--- config.mk ---
export PLATFORM = sky130hd
export DESIGN_NAME = pio_top
export DESIGN_NICKNAME = d
export VERILOG_FILES = /design/src/rtl/pio_conv_decode.v /design/src/rtl/pio_port.v /design/src/rtl/pio_top.v
export VERILOG_INCLUDE_DIRS = /design/src /design/src/rtl
export SDC_FILE = /design/constraint.sdc
export NUM_CORES = 1
export LEC_CHECK = 0
export CORE_MARGIN = 1
export CORE_UTILIZATION = 40
export DETAILED_ROUTE_END_ITERATION = 8
export DONT_BUFFER_PORTS = 1
export GPL_ROUTABILITY_DRIVEN = 0
export MAX_ROUTING_LAYER = met4
export PLACE_DENSITY_LB_ADDON = 0.2
export SETUP_SLACK_MARGIN = 0.1
export SLEW_MARGIN = 20
export SYNTH_ARGS = -nofsm -noshare
export SYNTH_HDL_FRONTEND = slang
export SYNTH_SLANG_ARGS = --single-unit
export TNS_END_PERCENT = 20
--- constraint.sdc ---
create_clock -name clk_i -period 5.9 [get_ports clk_i]
set_input_delay 0.885 -clock clk_i [delete_from_list [all_inputs] [get_ports clk_i]]
set_output_delay 0.885 -clock clk_i [all_outputs]
set_load 0.1 [all_outputs]
--- src/rtl/pio_consts.vh ---
// Register map, widths and reset values of the parallel I/O port bank
//
// Contract
// - Seven two-way ports; each implemented pin set individually as input or output.
// - Ports A, C, D and F have per-bit pullups, active only on inputs.
// - Output direction switches the pullup off; returning to input restores it.
// - Reset clears every direction register, so all pins start as inputs.
// - Reset leaves the port data latches untouched.
// - Unimplemented bits read zero and ignore writes.
// - A, B, D, F, G are eight bits; C seven bits; E six bits.
// - Pullup enable registers hold one bit per pin and reset to zero.
// - Registers decode at fixed offsets 0x0000-0x000f and 0x0440-0x0448.
// - Converter channel select forces its shared pin to input and its pullup off; latch and direction register unchanged.
`ifndef PIO_CONSTS_VH
`define PIO_CONSTS_VH

// ****************************************************************
// Register indices, byte address is four times the index
// ****************************************************************
`define PIO_IDX_W           14
`define PIO_IDX_A_DATA      14'h0000
`define PIO_IDX_B_DATA      14'h0001
`define PIO_IDX_C_DATA      14'h0002
`define PIO_IDX_D_DATA      14'h0003
`define PIO_IDX_A_DIR       14'h0004
`define PIO_IDX_B_DIR       14'h0005
`define PIO_IDX_C_DIR       14'h0006
`define PIO_IDX_D_DIR       14'h0007
`define PIO_IDX_E_DATA      14'h0008
`define PIO_IDX_E_DIR       14'h000c
`define PIO_IDX_A_PU        14'h000d
`define PIO_IDX_C_PU        14'h000e
`define PIO_IDX_D_PU        14'h000f
`define PIO_IDX_F_DATA      14'h0440
`define PIO_IDX_G_DATA      14'h0441
`define PIO_IDX_F_DIR       14'h0444
`define PIO_IDX_G_DIR       14'h0445
`define PIO_IDX_F_PU        14'h0448

// ****************************************************************
// Port widths and reset values
// ****************************************************************
`define PIO_WIDTH_FULL      8
`define PIO_WIDTH_C         7
`define PIO_WIDTH_E         6
`define PIO_DIR_RESET       8'h00
`define PIO_PU_RESET        8'h00

// ****************************************************************
// Converter channel bases of the shared ports
// ****************************************************************
`define PIO_CONV_BASE_B     5'h00
`define PIO_CONV_BASE_A     5'h08
`define PIO_CONV_BASE_G     5'h10

`endif

--- src/rtl/pio_conv_decode.v ---
// Converter channel select decoded into per-port pin override masks
module pio_conv_decode (
    // Converter control
    input  wire       conv_enable_i,
    input  wire [4:0] conv_channel_i,
    // Override masks
    output wire [7:0] ovr_a_o,
    output wire [7:0] ovr_b_o,
    output wire [7:0] ovr_g_o
);
`include "pio_consts.vh"

    // ****************************************************************
    // Channel to one-hot mask within one eight-pin group
    // ****************************************************************
    function [7:0] pio_chan_mask;
        input       en;
        input [4:0] chan;
        input [4:0] base;
        begin
            pio_chan_mask = 8'h00;
            if (en && chan[4:3] == base[4:3]) begin
                pio_chan_mask[chan[2:0]] = 1'b1;
            end
        end
    endfunction

    assign ovr_a_o = pio_chan_mask(conv_enable_i, conv_channel_i, `PIO_CONV_BASE_A);
    assign ovr_b_o = pio_chan_mask(conv_enable_i, conv_channel_i, `PIO_CONV_BASE_B);
    assign ovr_g_o = pio_chan_mask(conv_enable_i, conv_channel_i, `PIO_CONV_BASE_G);

endmodule

--- src/rtl/pio_port.v ---
// One parallel port: data latch, direction, pullup enable and pin logic
module pio_port #(
    parameter WIDTH      = 8,
    parameter HAS_PULLUP = 1
) (
    // Clock and reset
    input  wire             clk_i,
    input  wire             rst_i,
    // Register writes
    input  wire             wr_latch_i,
    input  wire             wr_dir_i,
    input  wire             wr_pu_i,
    input  wire [7:0]       wdata_i,
    // Converter override
    input  wire [WIDTH-1:0] override_i,
    // Pins
    input  wire [WIDTH-1:0] pin_i,
    output reg  [WIDTH-1:0] pin_o,
    output reg  [WIDTH-1:0] pin_oe_o,
    output reg  [WIDTH-1:0] pullup_o,
    // Register reads
    output wire [7:0]       rd_data_o,
    output wire [7:0]       rd_dir_o,
    output wire [7:0]       rd_pu_o
);
`include "pio_consts.vh"

    reg  [WIDTH-1:0] latch;
    reg  [WIDTH-1:0] dir_bits;
    reg  [WIDTH-1:0] pu_bits;
    reg  [WIDTH-1:0] pin_meta;
    reg  [WIDTH-1:0] pin_sync;
    wire [WIDTH-1:0] data_view;
    reg  [7:0]       data_ext;
    reg  [7:0]       dir_ext;
    reg  [7:0]       pu_ext;

    localparam [7:0] DIR_RST = `PIO_DIR_RESET;
    localparam [7:0] PU_RST  = `PIO_PU_RESET;

    // ****************************************************************
    // Registers
    // ****************************************************************
    always @(posedge clk_i) begin
        if (wr_latch_i) begin
            latch <= wdata_i[WIDTH-1:0];
        end
    end

    always @(posedge clk_i) begin
        if (rst_i) begin
            dir_bits <= DIR_RST[WIDTH-1:0];
            pu_bits  <= PU_RST[WIDTH-1:0];
        end else begin
            if (wr_dir_i) begin
                dir_bits <= wdata_i[WIDTH-1:0];
            end
            if (wr_pu_i && HAS_PULLUP != 0) begin
                pu_bits <= wdata_i[WIDTH-1:0];
            end
        end
    end

    // ****************************************************************
    // Pin synchroniser and outputs
    // ****************************************************************
    always @(posedge clk_i) begin
        pin_meta <= pin_i;
        pin_sync <= pin_meta;
    end

    always @(posedge clk_i) begin
        if (rst_i) begin
            pin_o    <= {WIDTH{1'b0}};
            pin_oe_o <= {WIDTH{1'b0}};
            pullup_o <= {WIDTH{1'b0}};
        end else begin
            pin_o    <= latch;
            pin_oe_o <= dir_bits & ~override_i;
            pullup_o <= pu_bits & ~dir_bits & ~override_i;
        end
    end

    // ****************************************************************
    // Read views, unimplemented bits zero
    // ****************************************************************
    assign data_view = (dir_bits & latch) | (~dir_bits & pin_sync);
    always @* begin
        data_ext = 8'h00;
        dir_ext  = 8'h00;
        pu_ext   = 8'h00;
        data_ext[WIDTH-1:0] = data_view;
        dir_ext[WIDTH-1:0]  = dir_bits;
        if (HAS_PULLUP != 0) begin
            pu_ext[WIDTH-1:0] = pu_bits;
        end
    end

    assign rd_data_o = data_ext;
    assign rd_dir_o  = dir_ext;
    assign rd_pu_o   = pu_ext;

endmodule

--- src/rtl/pio_top.v ---
// Parallel I/O port bank with a classic Wishbone register slave
//
// The Wishbone interface to the registers was chosen for this implementation.
module pio_top (
    // Clock and reset
    input  wire        clk_i,
    input  wire        rst_i,
    // Wishbone slave
    input  wire        wb_cyc_i,
    input  wire        wb_stb_i,
    input  wire        wb_we_i,
    input  wire [15:0] wb_adr_i,
    input  wire [3:0]  wb_sel_i,
    input  wire [31:0] wb_dat_i,
    output reg  [31:0] wb_dat_o,
    output reg         wb_ack_o,
    // Converter channel select
    input  wire        conv_enable_i,
    input  wire [4:0]  conv_channel_i,
    // Port A pins
    input  wire [7:0]  port_a_pin_i,
    output wire [7:0]  port_a_pin_o,
    output wire [7:0]  port_a_pin_oe_o,
    output wire [7:0]  port_a_pullup_o,
    // Port B pins
    input  wire [7:0]  port_b_pin_i,
    output wire [7:0]  port_b_pin_o,
    output wire [7:0]  port_b_pin_oe_o,
    // Port C pins
    input  wire [6:0]  port_c_pin_i,
    output wire [6:0]  port_c_pin_o,
    output wire [6:0]  port_c_pin_oe_o,
    output wire [6:0]  port_c_pullup_o,
    // Port D pins
    input  wire [7:0]  port_d_pin_i,
    output wire [7:0]  port_d_pin_o,
    output wire [7:0]  port_d_pin_oe_o,
    output wire [7:0]  port_d_pullup_o,
    // Port E pins
    input  wire [5:0]  port_e_pin_i,
    output wire [5:0]  port_e_pin_o,
    output wire [5:0]  port_e_pin_oe_o,
    // Port F pins
    input  wire [7:0]  port_f_pin_i,
    output wire [7:0]  port_f_pin_o,
    output wire [7:0]  port_f_pin_oe_o,
    output wire [7:0]  port_f_pullup_o,
    // Port G pins
    input  wire [7:0]  port_g_pin_i,
    output wire [7:0]  port_g_pin_o,
    output wire [7:0]  port_g_pin_oe_o
);
`include "pio_consts.vh"

    wire                  req;
    wire                  wr_en;
    wire [`PIO_IDX_W-1:0] idx;
    wire [7:0]            wdata;
    wire [7:0]            ovr_a;
    wire [7:0]            ovr_b;
    wire [7:0]            ovr_g;
    wire [7:0]            a_data;
    wire [7:0]            a_dir;
    wire [7:0]            a_pu;
    wire [7:0]            b_data;
    wire [7:0]            b_dir;
    wire [7:0]            c_data;
    wire [7:0]            c_dir;
    wire [7:0]            c_pu;
    wire [7:0]            d_data;
    wire [7:0]            d_dir;
    wire [7:0]            d_pu;
    wire [7:0]            e_data;
    wire [7:0]            e_dir;
    wire [7:0]            f_data;
    wire [7:0]            f_dir;
    wire [7:0]            f_pu;
    wire [7:0]            g_data;
    wire [7:0]            g_dir;
    reg  [7:0]            next_rdata;

    // ****************************************************************
    // Bus request decode
    // ****************************************************************
    assign req   = wb_cyc_i & wb_stb_i & ~wb_ack_o;
    assign wr_en = req & wb_we_i & wb_sel_i[0];
    assign idx   = wb_adr_i[15:2];
    assign wdata = wb_dat_i[7:0];

    function pio_wr;
        input                  en;
        input [`PIO_IDX_W-1:0] at;
        input [`PIO_IDX_W-1:0] reg_idx;
        begin
            pio_wr = en && (at == reg_idx);
        end
    endfunction

    // ****************************************************************
    // Converter override masks
    // ****************************************************************
    pio_conv_decode u_conv (
        .conv_enable_i  (conv_enable_i),
        .conv_channel_i (conv_channel_i),
        .ovr_a_o        (ovr_a),
        .ovr_b_o        (ovr_b),
        .ovr_g_o        (ovr_g)
    );

    // ****************************************************************
    // Ports
    // ****************************************************************
    pio_port #(.WIDTH(`PIO_WIDTH_FULL), .HAS_PULLUP(1)) u_port_a (
        .clk_i      (clk_i),
        .rst_i      (rst_i),
        .wr_latch_i (pio_wr(wr_en, idx, `PIO_IDX_A_DATA)),
        .wr_dir_i   (pio_wr(wr_en, idx, `PIO_IDX_A_DIR)),
        .wr_pu_i    (pio_wr(wr_en, idx, `PIO_IDX_A_PU)),
        .wdata_i    (wdata),
        .override_i (ovr_a),
        .pin_i      (port_a_pin_i),
        .pin_o      (port_a_pin_o),
        .pin_oe_o   (port_a_pin_oe_o),
        .pullup_o   (port_a_pullup_o),
        .rd_data_o  (a_data),
        .rd_dir_o   (a_dir),
        .rd_pu_o    (a_pu)
    );

    pio_port #(.WIDTH(`PIO_WIDTH_FULL), .HAS_PULLUP(0)) u_port_b (
        .clk_i      (clk_i),
        .rst_i      (rst_i),
        .wr_latch_i (pio_wr(wr_en, idx, `PIO_IDX_B_DATA)),
        .wr_dir_i   (pio_wr(wr_en, idx, `PIO_IDX_B_DIR)),
        .wr_pu_i    (1'b0),
        .wdata_i    (wdata),
        .override_i (ovr_b),
        .pin_i      (port_b_pin_i),
        .pin_o      (port_b_pin_o),
        .pin_oe_o   (port_b_pin_oe_o),
        .pullup_o   (),
        .rd_data_o  (b_data),
        .rd_dir_o   (b_dir),
        .rd_pu_o    ()
    );

    pio_port #(.WIDTH(`PIO_WIDTH_C), .HAS_PULLUP(1)) u_port_c (
        .clk_i      (clk_i),
        .rst_i      (rst_i),
        .wr_latch_i (pio_wr(wr_en, idx, `PIO_IDX_C_DATA)),
        .wr_dir_i   (pio_wr(wr_en, idx, `PIO_IDX_C_DIR)),
        .wr_pu_i    (pio_wr(wr_en, idx, `PIO_IDX_C_PU)),
        .wdata_i    (wdata),
        .override_i (7'h00),
        .pin_i      (port_c_pin_i),
        .pin_o      (port_c_pin_o),
        .pin_oe_o   (port_c_pin_oe_o),
        .pullup_o   (port_c_pullup_o),
        .rd_data_o  (c_data),
        .rd_dir_o   (c_dir),
        .rd_pu_o    (c_pu)
    );

    pio_port #(.WIDTH(`PIO_WIDTH_FULL), .HAS_PULLUP(1)) u_port_d (
        .clk_i      (clk_i),
        .rst_i      (rst_i),
        .wr_latch_i (pio_wr(wr_en, idx, `PIO_IDX_D_DATA)),
        .wr_dir_i   (pio_wr(wr_en, idx, `PIO_IDX_D_DIR)),
        .wr_pu_i    (pio_wr(wr_en, idx, `PIO_IDX_D_PU)),
        .wdata_i    (wdata),
        .override_i (8'h00),
        .pin_i      (port_d_pin_i),
        .pin_o      (port_d_pin_o),
        .pin_oe_o   (port_d_pin_oe_o),
        .pullup_o   (port_d_pullup_o),
        .rd_data_o  (d_data),
        .rd_dir_o   (d_dir),
        .rd_pu_o    (d_pu)
    );

    pio_port #(.WIDTH(`PIO_WIDTH_E), .HAS_PULLUP(0)) u_port_e (
        .clk_i      (clk_i),
        .rst_i      (rst_i),
        .wr_latch_i (pio_wr(wr_en, idx, `PIO_IDX_E_DATA)),
        .wr_dir_i   (pio_wr(wr_en, idx, `PIO_IDX_E_DIR)),
        .wr_pu_i    (1'b0),
        .wdata_i    (wdata),
        .override_i (6'h00),
        .pin_i      (port_e_pin_i),
        .pin_o      (port_e_pin_o),
        .pin_oe_o   (port_e_pin_oe_o),
        .pullup_o   (),
        .rd_data_o  (e_data),
        .rd_dir_o   (e_dir),
        .rd_pu_o    ()
    );

    pio_port #(.WIDTH(`PIO_WIDTH_FULL), .HAS_PULLUP(1)) u_port_f (
        .clk_i      (clk_i),
        .rst_i      (rst_i),
        .wr_latch_i (pio_wr(wr_en, idx, `PIO_IDX_F_DATA)),
        .wr_dir_i   (pio_wr(wr_en, idx, `PIO_IDX_F_DIR)),
        .wr_pu_i    (pio_wr(wr_en, idx, `PIO_IDX_F_PU)),
        .wdata_i    (wdata),
        .override_i (8'h00),
        .pin_i      (port_f_pin_i),
        .pin_o      (port_f_pin_o),
        .pin_oe_o   (port_f_pin_oe_o),
        .pullup_o   (port_f_pullup_o),
        .rd_data_o  (f_data),
        .rd_dir_o   (f_dir),
        .rd_pu_o    (f_pu)
    );

    pio_port #(.WIDTH(`PIO_WIDTH_FULL), .HAS_PULLUP(0)) u_port_g (
        .clk_i      (clk_i),
        .rst_i      (rst_i),
        .wr_latch_i (pio_wr(wr_en, idx, `PIO_IDX_G_DATA)),
        .wr_dir_i   (pio_wr(wr_en, idx, `PIO_IDX_G_DIR)),
        .wr_pu_i    (1'b0),
        .wdata_i    (wdata),
        .override_i (ovr_g),
        .pin_i      (port_g_pin_i),
        .pin_o      (port_g_pin_o),
        .pin_oe_o   (port_g_pin_oe_o),
        .pullup_o   (),
        .rd_data_o  (g_data),
        .rd_dir_o   (g_dir),
        .rd_pu_o    ()
    );

    // ****************************************************************
    // Read data mux
    // ****************************************************************
    always @* begin
        if (idx == `PIO_IDX_A_DATA) begin
            next_rdata = a_data;
        end else if (idx == `PIO_IDX_B_DATA) begin
            next_rdata = b_data;
        end else if (idx == `PIO_IDX_C_DATA) begin
            next_rdata = c_data;
        end else if (idx == `PIO_IDX_D_DATA) begin
            next_rdata = d_data;
        end else if (idx == `PIO_IDX_A_DIR) begin
            next_rdata = a_dir;
        end else if (idx == `PIO_IDX_B_DIR) begin
            next_rdata = b_dir;
        end else if (idx == `PIO_IDX_C_DIR) begin
            next_rdata = c_dir;
        end else if (idx == `PIO_IDX_D_DIR) begin
            next_rdata = d_dir;
        end else if (idx == `PIO_IDX_E_DATA) begin
            next_rdata = e_data;
        end else if (idx == `PIO_IDX_E_DIR) begin
            next_rdata = e_dir;
        end else if (idx == `PIO_IDX_A_PU) begin
            next_rdata = a_pu;
        end else if (idx == `PIO_IDX_C_PU) begin
            next_rdata = c_pu;
        end else if (idx == `PIO_IDX_D_PU) begin
            next_rdata = d_pu;
        end else if (idx == `PIO_IDX_F_DATA) begin
            next_rdata = f_data;
        end else if (idx == `PIO_IDX_G_DATA) begin
            next_rdata = g_data;
        end else if (idx == `PIO_IDX_F_DIR) begin
            next_rdata = f_dir;
        end else if (idx == `PIO_IDX_G_DIR) begin
            next_rdata = g_dir;
        end else if (idx == `PIO_IDX_F_PU) begin
            next_rdata = f_pu;
        end else begin
            next_rdata = 8'h00;
        end
    end

    // ****************************************************************
    // Acknowledge and read data register
    // ****************************************************************
    always @(posedge clk_i) begin
        if (rst_i) begin
            wb_ack_o <= 1'b0;
            wb_dat_o <= 32'h0000_0000;
        end else begin
            wb_ack_o <= req;
            if (req && !wb_we_i) begin
                wb_dat_o <= {24'h00_0000, next_rdata};
            end
        end
    end

endmodule

### After elaboration in Yosys (flattened, before gate mapping)

Cells that the tools add are included.

| word-level totals | value |
|---|---|
| register bits after elaboration | 389 |
| output and inout port bits | 170 |
| logic and storage cells | 166 |
| input bits | 116 |

| operators by class | value |
|---|---|
| bitwise operators | 44 |
| reductions and logical operators | 26 |
| equal/unequal tests | 19 |
| order comparisons | 2 |
| muxes and demuxes | 23 |

Operators by type and width:

| kind | number |
|---|---|
| $mux W8 | 21 |
| $and A8 B8 Y8 | 17 |
| $eq A14 B11 Y1 const B | 5 |
| $eq A14 B4 Y1 const B | 5 |
| $not A8 Y8 | 8 |
| $eq A14 B3 Y1 const B | 4 |
| $or A8 B8 Y8 | 5 |
| $eq A14 B2 Y1 const B | 2 |
| $logic_and A1 B1 Y1 | 23 |
| $and A7 B7 Y7 | 3 |
| $eq A14 B1 Y1 const B | 1 |
| $logic_not A14 Y1 | 1 |
| $and A6 B6 Y6 | 2 |
| $not A7 Y7 | 1 |
| $or A7 B7 Y7 | 1 |
| $not A6 Y6 | 1 |
| $or A6 B6 Y6 | 1 |
| $and A1 B1 Y1 | 4 |
| $lt A3 B4 Y1 const B | 1 |
| $demux W1 S3 | 1 |
| $ge A3 B1 Y1 const B | 1 |
| $eq A2 B1 Y1 const B | 1 |
| $eq A2 B2 Y1 const B | 1 |
| $logic_not A2 Y1 | 1 |
| 3 further kinds | 3 |

### Logic depth before layout (Yosys ltp)

| logic depth | value |
|---|---|
| depth after elaboration | 19 |
| mapped depth | 10 |
| mapped depth without buffers | 6 |

### Cells and area by module

Synthesis repeated with hierarchy kept, for this count alone.

| unflattened totals | value |
|---|---|
| cell total of the unflattened synthesis | 1230 |
| area, all modules | 14552.7 um^2 |

By module, submodules not included:

| module | area an instance (um^2) | cells an instance | sequential area each (um^2) | times used |
|---|---|---|---|---|
| pio_port (u_port_a ...) | 1939.4 | 134 | 1361.3 | 3 |
| pio_port (u_port_b ...) | 1550.2 | 108 | 1041.0 | 2 |
| pio_top | 2403.6 | 364 | 180.2 | 1 |
| pio_port (u_port_c) | 1819.2 | 122 | 1191.1 | 1 |
| pio_port (u_port_e) | 1213.7 | 88 | 780.7 | 1 |
| pio_conv_decode | 197.7 | 38 | 0.0 | 1 |

### Worst setup path before layout

No wires, ideal clock.

| timing path | value |
|---|---|
| kind | input -> register |
| from | in wb_adr_i[13] |
| to | reg u_port_d.latch[0] (enable) |
| buffers on the path | 1 |
| slack | 3.131 ns |
| cell stages on the path | 5 |
| arrival | 2.399 ns |
| library setup time | 0.370 ns |
| cells stage by stage | nor4_4 nand3_2 buf_4 or2_2 nor2_1 |

| on the way | value |
|---|---|
| cells in the longest elaborated chain, start to end | 2 |

Ends and longest elaborated chain:

| what | RTL line | text |
|---|---|---|
| from (decl) | pio_top.v:12 | `input wire [15:0] wb_adr_i,` |
| $eq A14 B2 Y1 | pio_top.v:95 | `pio_wr = en && (at == reg_idx);` |
| $logic_and A1 B1 Y1 | pio_top.v:95 |  |
| net u_port_d.wr_latch_i | pio_port.v:10 | `input wire wr_latch_i,` |
| to (signal assigned) | pio_port.v:46 | `latch <= wdata_i[WIDTH-1:0];` |
| to (decl) | pio_port.v:28 | `reg [WIDTH-1:0] latch;` |

The timed path passes the listed nets, and every way through them passes these cells.
A chain may end at the register's enable or synchronous reset.

### Worst setup path after layout

| timing path | value |
|---|---|
| from | reg wb_ack_o |
| to | reg u_port_e.latch[4] (enable) |

| on the way | value |
|---|---|
| cells in the longest elaborated chain, start to end | 5 |

Ends and longest elaborated chain:

| what | RTL line | text |
|---|---|---|
| from (decl) | pio_top.v:16 | `output reg wb_ack_o,` |
| from (signal assigned) | pio_top.v:285 | `wb_ack_o <= req;` |
| $not A1 Y1 | pio_top.v:85 | `assign req = wb_cyc_i & wb_stb_i & ~wb_ack_o;` |
| $and A1 B1 Y1 | pio_top.v:85 |  |
| $and A1 B1 Y1 (2 in series) | pio_top.v:86 | `assign wr_en = req & wb_we_i & wb_sel_i[0];` |
| $logic_and A1 B1 Y1 | pio_top.v:95 |  |
| net u_port_e.wr_latch_i | pio_port.v:10 |  |
| to (signal assigned) | pio_port.v:46 |  |
| to (decl) | pio_port.v:28 |  |

The timed path passes the listed nets, and every way through them passes these cells.

==> impl_metrics.toml <==
[run_status]
status = "finished, final reports clean"

[power_and_ir_drop]
sw_frac_of_total_pct = 23.4
powerDensity_nw_per_um2 = 367
clkPwrFrac_pct = 46.0
vdd_drop_max_uv = 234
combPwrFrac_pct = 3.1
total_leakage_power_nw = 5.28
intPower_w = 0.00425
pwr-share-seq_pct = 50.9
p_sw_w = 0.00129

[synth]
syn_avg_cell_area_um2 = 10.7
ys_seq_area_share_pct = 61.0
synth_top_area_share_pct = 49.3
syn_inst = 1269
yosys.area.top_type = "dfxtp_1"
synth.area.top_cells = "dfxtp_1, edfxtp_1, a21oi_1"
syn_area_um2 = 13600
synth-seq-cells = 389
async_flop_share_pct = 0
synth_cell_types = 75
synth_edf_count = 53
yosys_warnings = 0
synthFlopType = "dfxtp_1"

[routing]
wl_per_cell_um = 23.9
first_pass_iters = 6
drt-initial-drc-count = 1018
via_count = 9457
wl_mm = 41.1
antenna_left = 0
route.detailed.drc = 0
vias_per_cell = 5.49

[floorplan]
dieArea_um2 = 34800
chipHeight_um = 187
floorplan.initialDensity_pct = 40.7
rows = 67
core-area_um2 = 33500
dieWidth_um = 187
io_pins = 286

[cts]
clk_pin_slew_ps = 60
tritoncts = "done"
post_cts_buffers = 0
cts_sinks = 389
clock_latency_ps = 560
cts_made_buffers = 42
postCtsHoldBufs = 0
cts_root_buf = "clkbuf_16"
cts_max_path_buffers = 3
post_cts_resized = 0
htreeDepth = 2

[grt]
grt_max_degree = 207
grt_pass1_wl_mm = 59.5
grt_antenna_before_repair = 3
track_usage_pct = 23.8
overflow = 0
grt_pass1_vias = 9174

[timing]
slew-limit-headroom_pct = 29.0
skew_ps = 25.5
hold_viol = 0
fmax_ghz = 0.315
fin_tns_setup_ps = 0
fin_crit_sh_pct = 53.8
drv_slew = 0
fin_crit_ps = 3180
rsz0062_at_grt = "false"
setup_viol = 0
worst_pin_slew_ps = 1060

[layout]
nNetsFinal = 1354
syn_to_final_growth_pct = 10.8
finalInstanceArea_um2 = 15100
drive_gt1_share_pct = 8.65
final_cell_mix = "dfxtp_1, nand2_1, a21oi_1, nor2b_1, nand3_1"
final_common_cell = "dfxtp_1"
stdcell_count = 1722

[placement]
portBuffers = 0
dp.cells = 1642
hpwlAfterDp_mm = 27.6
placed_cell_area_um2 = 13700

[critical_path]
endpoint_kind = "register"
critPathCapture = "u_port_e.latch[4]$_DFFE_PP_"
r2r_slack_ps = 2720
path_max_fanout = 36
required_ps = 6100
setup.worst_path.class = "register to register"
worst_r2r_startpoint = "wb_ack_o$_SDFF_PP0_"
r2r_end = "u_port_e.latch[4]$_DFFE_PP_"
cp-start-kind = "register"
ff2ff_path_depth = 4
worstSetupStartpoint = "wb_ack_o$_SDFF_PP0_"
cp.arrival_ps = 3380

[min_path]
hold_path.class = "register to register"

[flow_run]
drv_cap = 0
==> worst min-delay path by stage <==
stage	to	cells after the start	start
global route	u_port_g.pin_meta[5]$_DFF_P_	0	port_g_pin_i[5]
floorplan	u_port_a.pin_sync[0]$_DFF_P_	0	u_port_a.pin_meta[0]$_DFF_P_
global placement	u_port_b.pin_sync[3]$_DFF_P_	0	u_port_b.pin_meta[3]$_DFF_P_
CTS	u_port_g.pin_meta[3]$_DFF_P_	0	port_g_pin_i[3]
finish	u_port_d.pin_sync[7]$_DFF_P_	0	u_port_d.pin_meta[7]$_DFF_P_
detailed placement	u_port_g.pin_sync[4]$_DFF_P_	0	u_port_g.pin_meta[4]$_DFF_P_
==> power groups by stage <==
stage | clock [W] | sequential [W] | combinational [W]
floorplan | 0 | 0.00287 | 0.000196
global placement | 0 | 0.00288 | 0.000168
detailed placement | 0 | 0.00288 | 0.000168
CTS | 0.00261 | 0.00282 | 0.000168
global route | 0.00273 | 0.00282 | 0.000178
finish | 0.00255 | 0.00282 | 0.000170
==> through the flow <==
step	worst slack [ps]	util, %	hold WS, ps	power, W
finish	2720	45.0	318	0.00554
global route	2590	45.0	313	0.00573
CTS	2740	45.0	319	0.00560
detailed placement	2420	41.0	312	0.00305
global placement	2420	41.0	313	0.00305
floorplan	3130	-	310	0.00307
==> critical path, cell delays in order, from the launching register on <==
cell and delay, ps:
dfxtp_1 640, nand3b_1 420, or2_2 550, nor2_4 730, and2_1 460
==> kinds of logic (layout without fill, tap and decap cells) <==
logic type	count (synthesis)	count (layout)	share of synthesized area (%)
and+or+nand+nor	473	473	19.0
DFF	389	389	61.0
AOI/OAI and AO/OA	235	235	10.9
buffers and inverters	110	89	4.35
muxes	61	61	4.73
other	1	27	0.0275
==> layout make-up <==
cell class              instances  area, um^2
fillers                      3178       18400
diodes                          3        7.51
well taps                     448         561
inverters                       7        26.3
repair buffers                  5        37.5
clock buffers                  52        1140
clock inverters                25         200
multi-input cells             793        4810
flip-flops and latches        389        8320
==> Yosys cell counts (all sizes together) (13+ instances only) <==
cell type,number
and2,13
nor2,48
nand2,147
nor2b,92
buf,65
nand3,63
nor3,15
clkbuf,38
dfxtp,336
o21ai,28
mux2i,52
edfxtp,53
a21oi,116
and3,16
nor3b,29
==> metal layers <==
metal	track usage [%]	vias up	part of all wire, %
met5	-	-	0
met4	9.05	0	3.4
li1	-	4344	-
met3	7.54	84	9.6
met2	35.0	486	44
met1	30.5	4543	43
No activity file was read; power rests on OpenSTA's default activity.
